[config.mk]
export PLATFORM = sky130hd
export DESIGN_NAME = fbml_ctrl
export DESIGN_NICKNAME = d
export VERILOG_FILES = /design/src/fbml_pkg.sv /design/src/fbml_ctrl.sv
export VERILOG_INCLUDE_DIRS = /design/src
export SDC_FILE = /design/constraint.sdc
export NUM_CORES = 2
export LEC_CHECK = 0
export BUFFER_PORTS_ARGS = -buffer_cell sky130_fd_sc_hd__buf_4
export CAP_MARGIN = 30
export CORE_MARGIN = 5
export CORE_UTILIZATION = 28
export DETAILED_ROUTE_END_ITERATION = 12
export HOLD_SLACK_MARGIN = 0.06
export SYNTH_ARGS = -nofsm -noshare
export SYNTH_HDL_FRONTEND = slang
export SYNTH_SLANG_ARGS = --single-unit
[constraint.sdc]
create_clock -name clk -period 5.4 [get_ports clk]
set_input_delay 0.54 -clock clk [delete_from_list [all_inputs] [get_ports clk]]
set_output_delay 0.54 -clock clk [all_outputs]
set_load 0.02 [all_outputs]
[src/fbml_params.svh]
// constants of the flash boot-map and lock controller
`ifndef FBML_PARAMS_SVH
`define FBML_PARAMS_SVH
`define FBML_SRAM_AREA     12'h002
`define FBML_FLASH_AREA    12'h001
`define FBML_ROM_AREA      12'h003
`define FBML_ZERO_AREA     12'h000
`define FBML_REG_MODE      8'h00
`define FBML_REG_CMD       8'h04
`define FBML_REG_STATUS    8'h08
`define FBML_REG_LOCK      8'h0C
`define FBML_REG_NVM       8'h10
`define FBML_REG_REMAP     8'h14
`define FBML_KEY           8'h5A
`define FBML_CMD_PROG_ER   8'h01
`define FBML_CMD_SET_LOCK  8'h02
`define FBML_CMD_PROG      8'h03
`define FBML_CMD_CLR_LOCK  8'h04
`define FBML_CMD_FULL_ER   8'h08
`define FBML_CMD_SET_NVM   8'h0B
`define FBML_CMD_CLR_NVM   8'h0D
`define FBML_CMD_SET_SEC   8'h0F
`define FBML_BOOT_BIT      2
`define FBML_WS_MAX        2'h3
`define FBML_MODE_RESET    4'h0
`define FBML_CLK_KHZ       20000
`define FBML_T_PROG_ER_US  6000
`define FBML_T_PROG_US     3000
`define FBML_T_FULL_US     15000
`define FBML_US_CYC(t)     ((t) * `FBML_CLK_KHZ / 1000)
`define FBML_PLANES        2
`define FBML_LOCKS         32
`define FBML_PAGE_WORDS    64
`endif

[src/fbml_pkg.sv]
// types of the flash boot-map and lock controller
package fbml_pkg;
    typedef enum logic [2:0] {
        RD_IDLE = 3'b001,
        RD_WAIT = 3'b010,
        RD_PREF = 3'b100
    } fbml_rd_e;
    typedef struct packed {
        logic        req;
        logic        wr;
        logic        half;
        logic        dbg;
        logic [31:0] addr;
        logic [31:0] wdata;
    } fbml_bus_s;
    typedef struct packed {
        logic sram;
        logic rom;
        logic flash;
    } fbml_sel_s;
    typedef struct packed {
        logic [1:0]  start;
        logic        erase;
        logic        full;
        logic [10:0] page;
    } fbml_op_s;
    typedef struct packed {
        logic [2:0]  gpnvm;
        logic        security;
        logic [31:0] locks;
    } fbml_nv_s;
endpackage

[src/fbml_ctrl.sv]
// flash controller: boot map, read path, write buffer, lock and nvm sequencer
//
// What this block does
// - sram at fixed base; also at zero once remap has been written
// - rom always decoded at its fixed base
// - flash at fixed base; also at zero before remap when boot bit set
// - boot-select bit set boots flash, cleared boots rom; cleared by default
// - wipe pin clears the boot-select bit
// - general nvm bits change only through set-bit or clear-bit commands, or are all cleared by the wipe pin
// - page-sized write buffer filled by 32-bit bus writes before programming
// - flash is in standby whenever no access or prefetch targets it
// - zero to three programmable wait states on each flash read
// - two 32-bit prefetch words serve sequential 16-bit fetches
// - erase or program of a locked region is aborted and flagged by interrupt
// - one lock bit per region of 64 pages of 256 bytes
// - set-lock and clear-lock commands update the matching lock bit
// - wipe pin clears every lock bit
// - each plane runs its own sequencer; reads go on in the idle plane
// - flash addressed as 256-byte pages read as 32-bit words
// - done and error status reported; maskable interrupt on either
// - every operation needs a command carrying the correct key
// - page program busy 6 ms with erase, 3 ms without
// - full erase busy 15 ms before completion
// - security bit set refuses every flash access from the debug port
// - security set only by its command; cleared by wipe then full erase
`timescale 1ns/10ps
`default_nettype none
`include "fbml_params.svh"
module fbml_ctrl
    import fbml_pkg::*;
#(
    parameter int unsigned PROG_ER_CYC = `FBML_US_CYC(`FBML_T_PROG_ER_US),
    parameter int unsigned PROG_CYC    = `FBML_US_CYC(`FBML_T_PROG_US),
    parameter int unsigned FULL_CYC    = `FBML_US_CYC(`FBML_T_FULL_US)
) (
    input  wire logic        clk,
    input  wire logic        rst_n,
    input  wire fbml_bus_s   bus,
    output logic             bus_ready,
    output logic             bus_err,
    output logic [31:0]      bus_rdata,
    output fbml_sel_s        map_sel,
    input  wire logic [7:0]  reg_addr,
    input  wire logic [31:0] reg_wdata,
    input  wire logic        reg_wr,
    input  wire logic        reg_rd,
    output logic [31:0]      reg_rdata,
    output logic             irq,
    output logic             fl_cs,
    output logic             fl_standby,
    output logic [17:0]      fl_addr,
    input  wire logic [31:0] fl_rdata,
    output fbml_op_s         fl_op,
    input  wire logic [5:0]  wb_idx,
    output logic [31:0]      wb_data,
    input  wire fbml_nv_s    nv_init,
    output fbml_nv_s         nv_state,
    input  wire logic        wipe_pin
);
    // ------
    // address map
    // ------
    logic       remap;
    logic [1:0] busy;
    logic [3:0] mode;
    wire  [11:0] area     = bus.addr[31:20];
    wire         at_zero  = (area == `FBML_ZERO_AREA);
    wire         boot_fl  = nv_state.gpnvm[`FBML_BOOT_BIT];
    always_comb begin
        map_sel.sram  = (area == `FBML_SRAM_AREA) || (at_zero && remap);
        map_sel.rom   = (area == `FBML_ROM_AREA)
                      || (at_zero && !remap && !boot_fl);
        map_sel.flash = (area == `FBML_FLASH_AREA)
                      || (at_zero && !remap && boot_fl);
    end
    wire [17:0] word_a  = bus.addr[19:2];
    wire        plane_a = bus.addr[18];
    wire        deny    = bus.dbg && nv_state.security;
    wire        fl_req  = bus.req && map_sel.flash && !bus_ready;

    // ------
    // write buffer
    // ------
    logic [31:0] wbuf [`FBML_PAGE_WORDS];
    always_ff @(posedge clk) begin
        if (fl_req && bus.wr && !deny) begin
            wbuf[bus.addr[7:2]] <= bus.wdata;
        end
        wb_data <= wbuf[wb_idx];
    end

    // ------
    // read path with prefetch
    // ------
    fbml_rd_e    st, next_st;
    logic [1:0]  cnt, next_cnt;
    logic [17:0] cur, next_cur;
    logic        half, next_half;
    logic        hsel, next_hsel;
    logic [17:0] tag [2];
    logic [17:0] next_tag [2];
    logic [31:0] pw [2];
    logic [31:0] next_pw [2];
    logic [1:0]  pv, next_pv;
    logic        next_ready, next_err;
    logic [31:0] next_rdata;
    logic [1:0]  hit;
    always_comb begin
        hit[0] = pv[0] && (tag[0] == word_a);
        hit[1] = pv[1] && (tag[1] == word_a);
    end
    always_comb begin
        next_st    = st;
        next_cnt   = cnt;
        next_cur   = cur;
        next_half  = half;
        next_hsel  = hsel;
        next_tag   = tag;
        next_pw    = pw;
        next_pv    = pv;
        next_ready = 1'b0;
        next_err   = 1'b0;
        next_rdata = bus_rdata;
        fl_cs      = 1'b0;
        fl_addr    = cur;
        if (|fl_op.start) begin
            next_pv = 2'h0;
        end
        unique case (st)
            RD_IDLE: begin
                if (fl_req && deny) begin
                    next_ready = 1'b1;
                    next_err   = 1'b1;
                end else if (fl_req && bus.wr) begin
                    next_ready = 1'b1;
                end else if (fl_req && bus.half && |hit) begin
                    next_ready = 1'b1;
                    next_rdata = {16'h0000, bus.addr[1]
                               ? pw[hit[1]][31:16] : pw[hit[1]][15:0]};
                end else if (fl_req && !busy[plane_a]) begin
                    fl_cs     = 1'b1;
                    fl_addr   = word_a;
                    next_cur  = word_a;
                    next_half = bus.half;
                    next_hsel = bus.addr[1];
                    next_cnt  = mode[1:0];
                    next_st   = RD_WAIT;
                end
            end
            RD_WAIT: begin
                fl_cs = 1'b1;
                if (cnt != 2'h0) begin
                    next_cnt = cnt - 2'h1;
                end else begin
                    next_ready  = 1'b1;
                    next_rdata  = half ? {16'h0000, hsel ? fl_rdata[31:16]
                                : fl_rdata[15:0]} : fl_rdata;
                    next_tag[0] = cur;
                    next_pw[0]  = fl_rdata;
                    next_pv[0]  = 1'b1;
                    next_pv[1]  = 1'b0;
                    next_cur    = cur + 18'h1;
                    next_cnt    = mode[1:0];
                    // anticipate the next word only for 16-bit streams
                    next_st     = (half && !busy[cur[17]]) ? RD_PREF : RD_IDLE;
                end
            end
            RD_PREF: begin
                fl_cs = 1'b1;
                if (cnt != 2'h0) begin
                    next_cnt = cnt - 2'h1;
                end else begin
                    next_tag[1] = cur;
                    next_pw[1]  = fl_rdata;
                    next_pv[1]  = 1'b1;
                    next_st     = RD_IDLE;
                end
            end
        endcase
        fl_standby = !fl_cs;
    end
    always_ff @(posedge clk) begin
        if (!rst_n) begin
            st        <= RD_IDLE;
            cnt       <= 2'h0;
            cur       <= 18'h0;
            half      <= 1'b0;
            hsel      <= 1'b0;
            pv        <= 2'h0;
            bus_ready <= 1'b0;
            bus_err   <= 1'b0;
            bus_rdata <= 32'h0;
        end else begin
            st        <= next_st;
            cnt       <= next_cnt;
            cur       <= next_cur;
            half      <= next_half;
            hsel      <= next_hsel;
            pv        <= next_pv;
            bus_ready <= next_ready;
            bus_err   <= next_err;
            bus_rdata <= next_rdata;
        end
        tag <= next_tag;
        pw  <= next_pw;
    end

    // ------
    // command sequencer, nonvolatile bits, status
    // ------
    logic       fl_op_full_run;
    logic       wipe_m, wipe_s, wiped, next_wiped;
    logic [1:0] done, next_done;
    logic       lerr, next_lerr, kerr, next_kerr;
    logic [1:0] fin;
    logic       next_remap;
    logic [3:0] next_mode;
    fbml_nv_s   next_nv;
    fbml_op_s   next_op;
    logic [31:0] next_reg_rdata;
    wire         cmd_wr = reg_wr && (reg_addr == `FBML_REG_CMD);
    wire  [7:0]  key    = reg_wdata[31:24];
    wire  [7:0]  code   = reg_wdata[7:0];
    wire  [10:0] arg    = reg_wdata[18:8];
    wire         st_rd  = reg_rd && (reg_addr == `FBML_REG_STATUS);
    wire         locked = nv_state.locks[arg[10:6]];
    always_comb begin
        next_nv    = nv_state;
        next_op    = '0;
        next_op.page = arg;
        next_mode  = mode;
        next_remap = remap;
        next_wiped = wiped;
        next_lerr  = lerr && !st_rd;
        next_kerr  = kerr && !st_rd;
        next_done  = done & {2{!st_rd}};
        next_done  = next_done | fin;
        if (reg_wr && reg_addr == `FBML_REG_MODE) begin
            next_mode = reg_wdata[3:0];
        end
        if (reg_wr && reg_addr == `FBML_REG_REMAP && reg_wdata[0]) begin
            next_remap = 1'b1;
        end
        if (cmd_wr && key != `FBML_KEY) begin
            next_kerr = 1'b1;
        end else if (cmd_wr) begin
            unique case (code)
                `FBML_CMD_PROG_ER, `FBML_CMD_PROG: begin
                    if (locked) begin
                        next_lerr = 1'b1;
                    end else if (busy[arg[10]]) begin
                        next_kerr = 1'b1;
                    end else begin
                        next_op.start[arg[10]] = 1'b1;
                        next_op.erase = (code == `FBML_CMD_PROG_ER);
                    end
                end
                `FBML_CMD_FULL_ER: begin
                    if (|nv_state.locks) begin
                        next_lerr = 1'b1;
                    end else if (|busy) begin
                        next_kerr = 1'b1;
                    end else begin
                        next_op.start = 2'h3;
                        next_op.full  = 1'b1;
                        next_op.erase = 1'b1;
                    end
                end
                `FBML_CMD_SET_LOCK: begin
                    next_nv.locks[arg[10:6]] = 1'b1;
                    next_done[0] = 1'b1;
                end
                `FBML_CMD_CLR_LOCK: begin
                    next_nv.locks[arg[10:6]] = 1'b0;
                    next_done[0] = 1'b1;
                end
                `FBML_CMD_SET_NVM: begin
                    if (arg[1:0] <= 2'h2) begin
                        next_nv.gpnvm[arg[1:0]] = 1'b1;
                    end
                    next_done[0] = 1'b1;
                end
                `FBML_CMD_CLR_NVM: begin
                    if (arg[1:0] <= 2'h2) begin
                        next_nv.gpnvm[arg[1:0]] = 1'b0;
                    end
                    next_done[0] = 1'b1;
                end
                `FBML_CMD_SET_SEC: begin
                    next_nv.security = 1'b1;
                    next_done[0] = 1'b1;
                end
                default: begin
                    next_kerr = 1'b1;
                end
            endcase
        end
        // the security bit only falls after a wipe and a finished full erase
        if (fin[0] && fl_op_full_run && wiped) begin
            next_nv.security = 1'b0;
            next_wiped = 1'b0;
        end
        if (wipe_s) begin
            next_nv.gpnvm = 3'h0;
            next_nv.locks = 32'h0;
            next_wiped    = 1'b1;
        end
        unique case (reg_addr)
            `FBML_REG_MODE:   next_reg_rdata = {28'h0, mode};
            `FBML_REG_STATUS: next_reg_rdata = {21'h0, remap, nv_state.security,
                                  boot_fl, 2'h0, busy, kerr, lerr, done};
            `FBML_REG_LOCK:   next_reg_rdata = nv_state.locks;
            `FBML_REG_NVM:    next_reg_rdata = {28'h0, nv_state.security,
                                  nv_state.gpnvm};
            `FBML_REG_REMAP:  next_reg_rdata = {31'h0, remap};
            default:          next_reg_rdata = 32'h0;
        endcase
        if (!reg_rd) begin
            next_reg_rdata = 32'h0;
        end
    end
    always_ff @(posedge clk) begin
        wipe_m <= wipe_pin;
        wipe_s <= wipe_m;
        if (!rst_n) begin
            nv_state  <= nv_init;
            mode      <= `FBML_MODE_RESET;
            remap     <= 1'b0;
            wiped     <= 1'b0;
            done      <= 2'h0;
            lerr      <= 1'b0;
            kerr      <= 1'b0;
            fl_op     <= '0;
            reg_rdata <= 32'h0;
            fl_op_full_run <= 1'b0;
        end else begin
            nv_state  <= next_nv;
            mode      <= next_mode;
            remap     <= next_remap;
            wiped     <= next_wiped;
            done      <= next_done;
            lerr      <= next_lerr;
            kerr      <= next_kerr;
            fl_op     <= next_op;
            reg_rdata <= next_reg_rdata;
            fl_op_full_run <= next_op.full ? 1'b1
                            : (fin[0] ? 1'b0 : fl_op_full_run);
        end
    end
    // done flags raise the line only when their enable is set
    assign irq = (mode[2] && |done) || (mode[3] && (lerr || kerr));

    // ------
    // per-plane busy timers
    // ------
    genvar p;
    generate
        for (p = 0; p < `FBML_PLANES; p++) begin : g_plane
            logic [18:0] tmr, next_tmr;
            assign fin[p]  = (tmr == 19'h1) && !fl_op.start[p];
            assign busy[p] = (tmr != 19'h0) || fl_op.start[p];
            always_comb begin
                next_tmr = tmr;
                if (fl_op.start[p]) begin
                    next_tmr = fl_op.full ? 19'(FULL_CYC)
                             : fl_op.erase ? 19'(PROG_ER_CYC)
                             : 19'(PROG_CYC);
                end else if (tmr != 19'h0) begin
                    next_tmr = tmr - 19'h1;
                end
            end
            always_ff @(posedge clk) begin
                if (!rst_n) begin
                    tmr <= 19'h0;
                end else begin
                    tmr <= next_tmr;
                end
            end
        end
    endgenerate
endmodule
`default_nettype wire

# == Word-level counts from Yosys, hierarchy flattened ==
# Memories as Yosys holds them, arrays and structs flattened. A register that Yosys moved wholly into a read port is not among the register bits.
# Index checks and enable logic that the tools add are counted.
# word_totals
mem_count,1
output_inout_bits,173
regBits,295
mem_bits_rw,2048
input_bits,187
# classes
n_eq_ne,41
muxes,110
n_reduce_logical,81
n_bitwise,15
add_sub_neg,4
n_lt_le_gt_ge,10
# memory_table
memory,depth,word_bits,rd,rd_clocked_by_memory_dff,write_ports,line_no,rtl
wbuf,64,32,1,1,1,fbml_ctrl.sv:84,logic [31:0] wbuf [`FBML_PAGE_WORDS];
# op_table
cell,count
32-bit 2-to-1 mux,9
32-bit case mux with 5 select lines,1
32-bit case mux with 2 select lines,2
18-bit 2-to-1 mux,6
36-bit 2-to-1 mux,3
19-bit 2-to-1 mux,5
"8-bit by 4-bit equality test with 1-bit output, second input constant",6
1-bit 2-to-1 mux,45
"19-bit by 1-bit equality test with 1-bit output, second input constant",2
19-bit nonzero test,2
"19-bit by 1-bit subtractor with 19-bit output, second input constant",2
18-bit equality test,2
3-bit 2-to-1 mux,12
18-bit case mux with 2 select lines,1
1-bit logical AND,33
32-bit AND,1
16-bit 2-to-1 mux,2
32-bit NOT,1
32-bit bitwise OR,1
32-bit OR reduction,1
"12-bit by 2-bit equality test with 1-bit output, second input constant",2
5-bit AND reduction,4
"18-bit by 1-bit adder with 18-bit output, second input constant",1
17-bit 2-to-1 mux,1
other kinds (53),116

# == Logic depth before layout (Yosys ltp) ==
# depth
depth_word,13
ltp_mapped,10
depth_no_buf,9

# == Worst setup path before layout ==
# Ideal clock, no wire load.
# synth_timing
path_type,input -> register
from,input reg_addr[5]
to,register nv_state[0] (netlist name) (enable)
setup_ps,511
path_stages,5
t_arrival_ps,4677
setup_slack_ps,213
t_required_ps,4889
cell_sequence,nor3_1 > nand2_1 > nor3_1 > nand3_1 > o41ai_1
# synth_via
elab_chain_cells,5
elab_cells_between_ends,6
# synth_lines
element,line_no,rtl
"start, declared",fbml_ctrl.sv:43,"input wire logic [7:0] reg_addr,"
8-bit by 3-bit equality test with 1-bit output (no source line) (*),-,
1-bit logical AND (*),fbml_ctrl.sv:221,wire cmd_wr = reg_wr && (reg_addr == `FBML_REG_CMD);
1-bit logical AND (no source line),-,
3-bit inequality test (no source line),-,
3-bit AND reduction (no source line) (*),-,
"end signal, assigned",fbml_ctrl.sv:326,nv_state <= nv_init;
"end signal, assigned",fbml_ctrl.sv:337,nv_state <= next_nv;
"end, declared",fbml_ctrl.sv:57,"output fbml_nv_s nv_state,"
# Every way passes the cells marked *; elsewhere a longest branch is shown, timed or not.
# A chain may end at the register's enable or synchronous reset.

# == Worst setup path after layout ==
# layout_timing
from,register g_plane[0].tmr[0]
to,output fl_addr[3]
# layout_via
elab_chain_cells,11
# layout_lines
element,line_no,rtl
"start, declared",fbml_ctrl.sv:359,"logic [18:0] tmr, next_tmr;"
"start signal, assigned",fbml_ctrl.sv:376,tmr <= next_tmr;
19-bit nonzero test,fbml_ctrl.sv:361,assign busy[p] = (tmr != 19'h0) || fl_op.start[p];
1-bit logical OR,fbml_ctrl.sv:361,
1-bit 2-to-1 mux (implied by the code) (2 in a row),fbml_ctrl.sv:140,end else if (fl_req && !busy[plane_a]) begin
1-bit zero test,fbml_ctrl.sv:140,
1-bit logical AND,fbml_ctrl.sv:140,
18-bit 2-to-1 mux,fbml_ctrl.sv:140,
18-bit 2-to-1 mux,fbml_ctrl.sv:136,end else if (fl_req && bus.half && |hit) begin
18-bit 2-to-1 mux,fbml_ctrl.sv:134,end else if (fl_req && bus.wr) begin
18-bit 2-to-1 mux,fbml_ctrl.sv:131,if (fl_req && deny) begin
18-bit 2-to-1 mux,fbml_ctrl.sv:129,unique case (st)
"end, declared",fbml_ctrl.sv:51,"output logic [17:0] fl_addr,"
# No other way between the ends. The select of a mux whose other input is x is not followed.

==> metrics.yaml <==
synthesis:
  yosys.area.top_type: "edfxtp_1"
  syn_nets: 4609
  synth_most_common_cell: "edfxtp_1"
  synth_cell_type_count: 79
  synthArstFlopShare_pct: 0
  syn_area_mm2: 0.09256
  synth-edff-count: 2184
  yosysTopAreaCellShare_pct: 70.85
  synth_seq_area_share_pct: 74.98
  syn_inst: 4414
  synth_warnings: 0
  synth_common_cells: "edfxtp_1 (2184), mux4_2 (667), dfxtp_1 (191), clkbuf_1 (172), nor2_1 (168)"
  post_synth.cell_area_avg_um2: 20.97
  synth-seq-cells: 2375
  ys.flop_type: "edfxtp_1"
  synth_area_leaders: "edfxtp_1 (71%), mux4_2 (16%), dfxtp_1 (4.1%), mux2i_1 (0.97%), clkbuf_1 (0.70%)"
die:
  die_area_mm2: 0.3422
  dieWidth_um: 585.0
  initial_utilization_pct: 28.07
  rows: 211
  io_pins: 360
  die_y_um: 585.0
  core_area_mm2: 0.3297
grt:
  antenna_found_initial: 24
  grt_first_pass_wirelength_mm: 351.4
  global_route.usage.met2_pct: 22.15
  grt_pass1_vias: 49021
  grt_max_degree: 65
  grtUsageMet3_pct: 2.977
  busiest_layer: "met2"
  track_usage_pct: 13.85
  gr-total-overflow: 0
  met1_usage_pct: 19.21
drt:
  ant_nets: 0
  drc_errors: 0
  vias_per_cell: 4.993
  drt_first_pass_iters: 6
  drtIter0Drc: 5235
  wire_per_inst_um: 25.48
  wl_mm: 243.6
  vias: 47757
clock_network:
  postCtsSetupBuffers: 0
  ctsHoldBuffers: 94
  cts.sinks: 2375
  clockRootBuffer: "clkbuf_16"
  ctsHtreeMaxLevel: 4
  cts_tree: "done"
  path_clk_slew_ns: 0.06
  worst_skew_pair.late_latency_ns: 0.91
  cts_made_buffers: 227
  ctsResizeCount: 0
  max-clock-path-buffers: 4
layout:
  nets: 5204
  layout-drive-gt1-share_pct: 30.98
  finalInstanceArea_mm2: 0.1103
  fillers: 30700
  syn_to_final_growth_pct: 19.14
sta:
  relSlewSlack_pct: 27.00
  hold_viol_final: 0
  setup_viol: 0
  rsz0062_at_grt: "false"
  period_needed_ns: 4.822
  setup_tns_ns: 0
  drv_slew: 0
  max_freq_mhz: 207.4
  post-route-period-util_pct: 89.29
  worst_slack_ns: 0.5784
  worstMarginPinSlew_ns: 1.091
  fin_skew_ns: 0.1418
critical_path:
  crit_start: "g_plane[0].tmr[0]"
  critPathRequiredTime_ns: 4.86
  reg2reg_depth: 8
  timing.rr.end: "wbuf[49][24]"
  critPathKind: "reg2out"
  critPathCaptureType: "output pin"
  endpoint: "fl_addr[3]"
  cp.arrival_ns: 4.28
  reg2reg_slack_ns: 1.63
  rr_startpoint: "nv_state[35]"
  path_max_fanout: 22
  crit_path_start_kind: "flip-flop"
place:
  dpl-instance-area_mm2: 0.1020
  place_ws_ns: 0.7887
  hpwl_mm: 146.4
  portBuffers: 353
  gp_congestion: 0.8726
power:
  power_frac_clock_pct: 40.7
  p_leak_nw: 34.69
  power_density_mw_per_mm2: 355.2
  peakVddDrop_v: 0.0003155
  p_int_mw: 30.59
  p_seq_share_pct: 52.1
  swShare_pct: 21.91
  p_sw_mw: 8.583
  finalPower_mw: 39.17
  pwr-share-comb_pct: 7.2
worst_hold_path:
  min_path_type: "in2reg"
job:
  cap_violations: 0
outcome:
  status: "finished, final reports clean"
==> critical path, stage by stage, from the launching register on <==
cell,delay [ns]
dfxtp_1,0.37
inv_1,0.12
ha_1,0.18
or4b_2,0.61
o32ai_1,0.63
and3_1,0.96
mux2_2,0.45
buf_4,0.17
==> sequential cells by signal (all words and copies together) (netlist names), 2 cells and up <==
name,flops
pw,64
reg_rdata,32
tag,36
g_plane.tmr,38
cur,18
wbuf,2048
fl_op,15
pv,2
cnt,2
done,2
nv_state,36
bus_rdata,32
mode,4
st,3
wb_data,32
==> placed cells by master, fill, tap and decap left out, types with 48 or more instances in the layout <==
cell type,synthesis,layout
dfxtp_1,191,191
clkbuf_1,172,54
nand3_1,56,56
mux2i_1,90,90
clkbuf_16,0,229
mux4_2,667,667
dlygate4sd3_1,0,94
o21ai_0,48,48
a21oi_1,70,70
buf_4,0,463
nand2_1,152,152
edfxtp_1,2184,2184
nor2_4,0,64
nor2_1,168,103
==> worst min-delay path by stage <==
stage / to / startpoint / cells after the start / slack [ns]
after floorplan: wipe_s / wipe_m / 0 / 0.31
after global placement: wipe_s / wipe_m / 0 / 0.32
after detailed placement: wipe_s / wipe_m / 0 / 0.32
after CTS: nv_state[34] / nv_init[34] / 2 / 0.06
after global routing: nv_state[34] / nv_init[34] / 2 / 0.08
final: nv_state[34] / nv_init[34] / 2 / 0.12
==> metrics by stage <==
| step | util, % | std cells | hold slack, ns |
|---|---|---|---|
| after floorplan | - | 4414 | 0.3096 |
| after global placement | 30.90 | 9047 | 0.3174 |
| after detailed placement | 30.92 | 9051 | 0.3247 |
| after CTS | 33.44 | 9553 | 0.06437 |
| after global routing | 33.44 | 9557 | 0.08011 |
| final | 33.45 | 9564 | 0.1241 |
==> power groups by stage <==
stage / clock (mW) / sequential, mW / combinational [mW]
floorplan: 0 / 20.8 / 1.56
global placement: 0 / 20.8 / 2.72
detailed placement: 0 / 20.8 / 2.78
CTS: 16.3 / 20.4 / 2.85
global route: 17.1 / 20.4 / 3.04
finish: 15.9 / 20.4 / 2.82
==> metal layers <==
metal  up-vias  share of wire (%)
met2      2185                 47
met4         2                2.6
li1      19711                  -
met1     25468                 42
met5         -             0.0066
met3       391                8.6
==> cells by family (layout without fill, tap and decap cells) <==
group	Yosys count	count (layout)	share of synthesized area, %
DFF	2375	2375	74.98
other	0	10	0
xor gates and xnor gates	70	70	0.6624
buffers and inverters	267	1041	1.096
and+or+nand+nor	621	621	3.369
AOI/OAI and AO/OA	291	291	2.271
muxes	782	782	17.51
adders and majority gates	8	8	0.1081
==> layout make-up <==
type	instances	area, µm²	area share (%)
antenna	10	25.02	0.02269
timing repair buffer	602	5266	4.775
clock inverter	119	1338	1.213
sequential	2375	69410	62.93
inverter	31	117.6	0.1066
clock buffer	289	6016	5.455
tap	4366	5463	4.953
multi-input combinational	1772	22650	20.54
(Power assumes the default switching activity.)
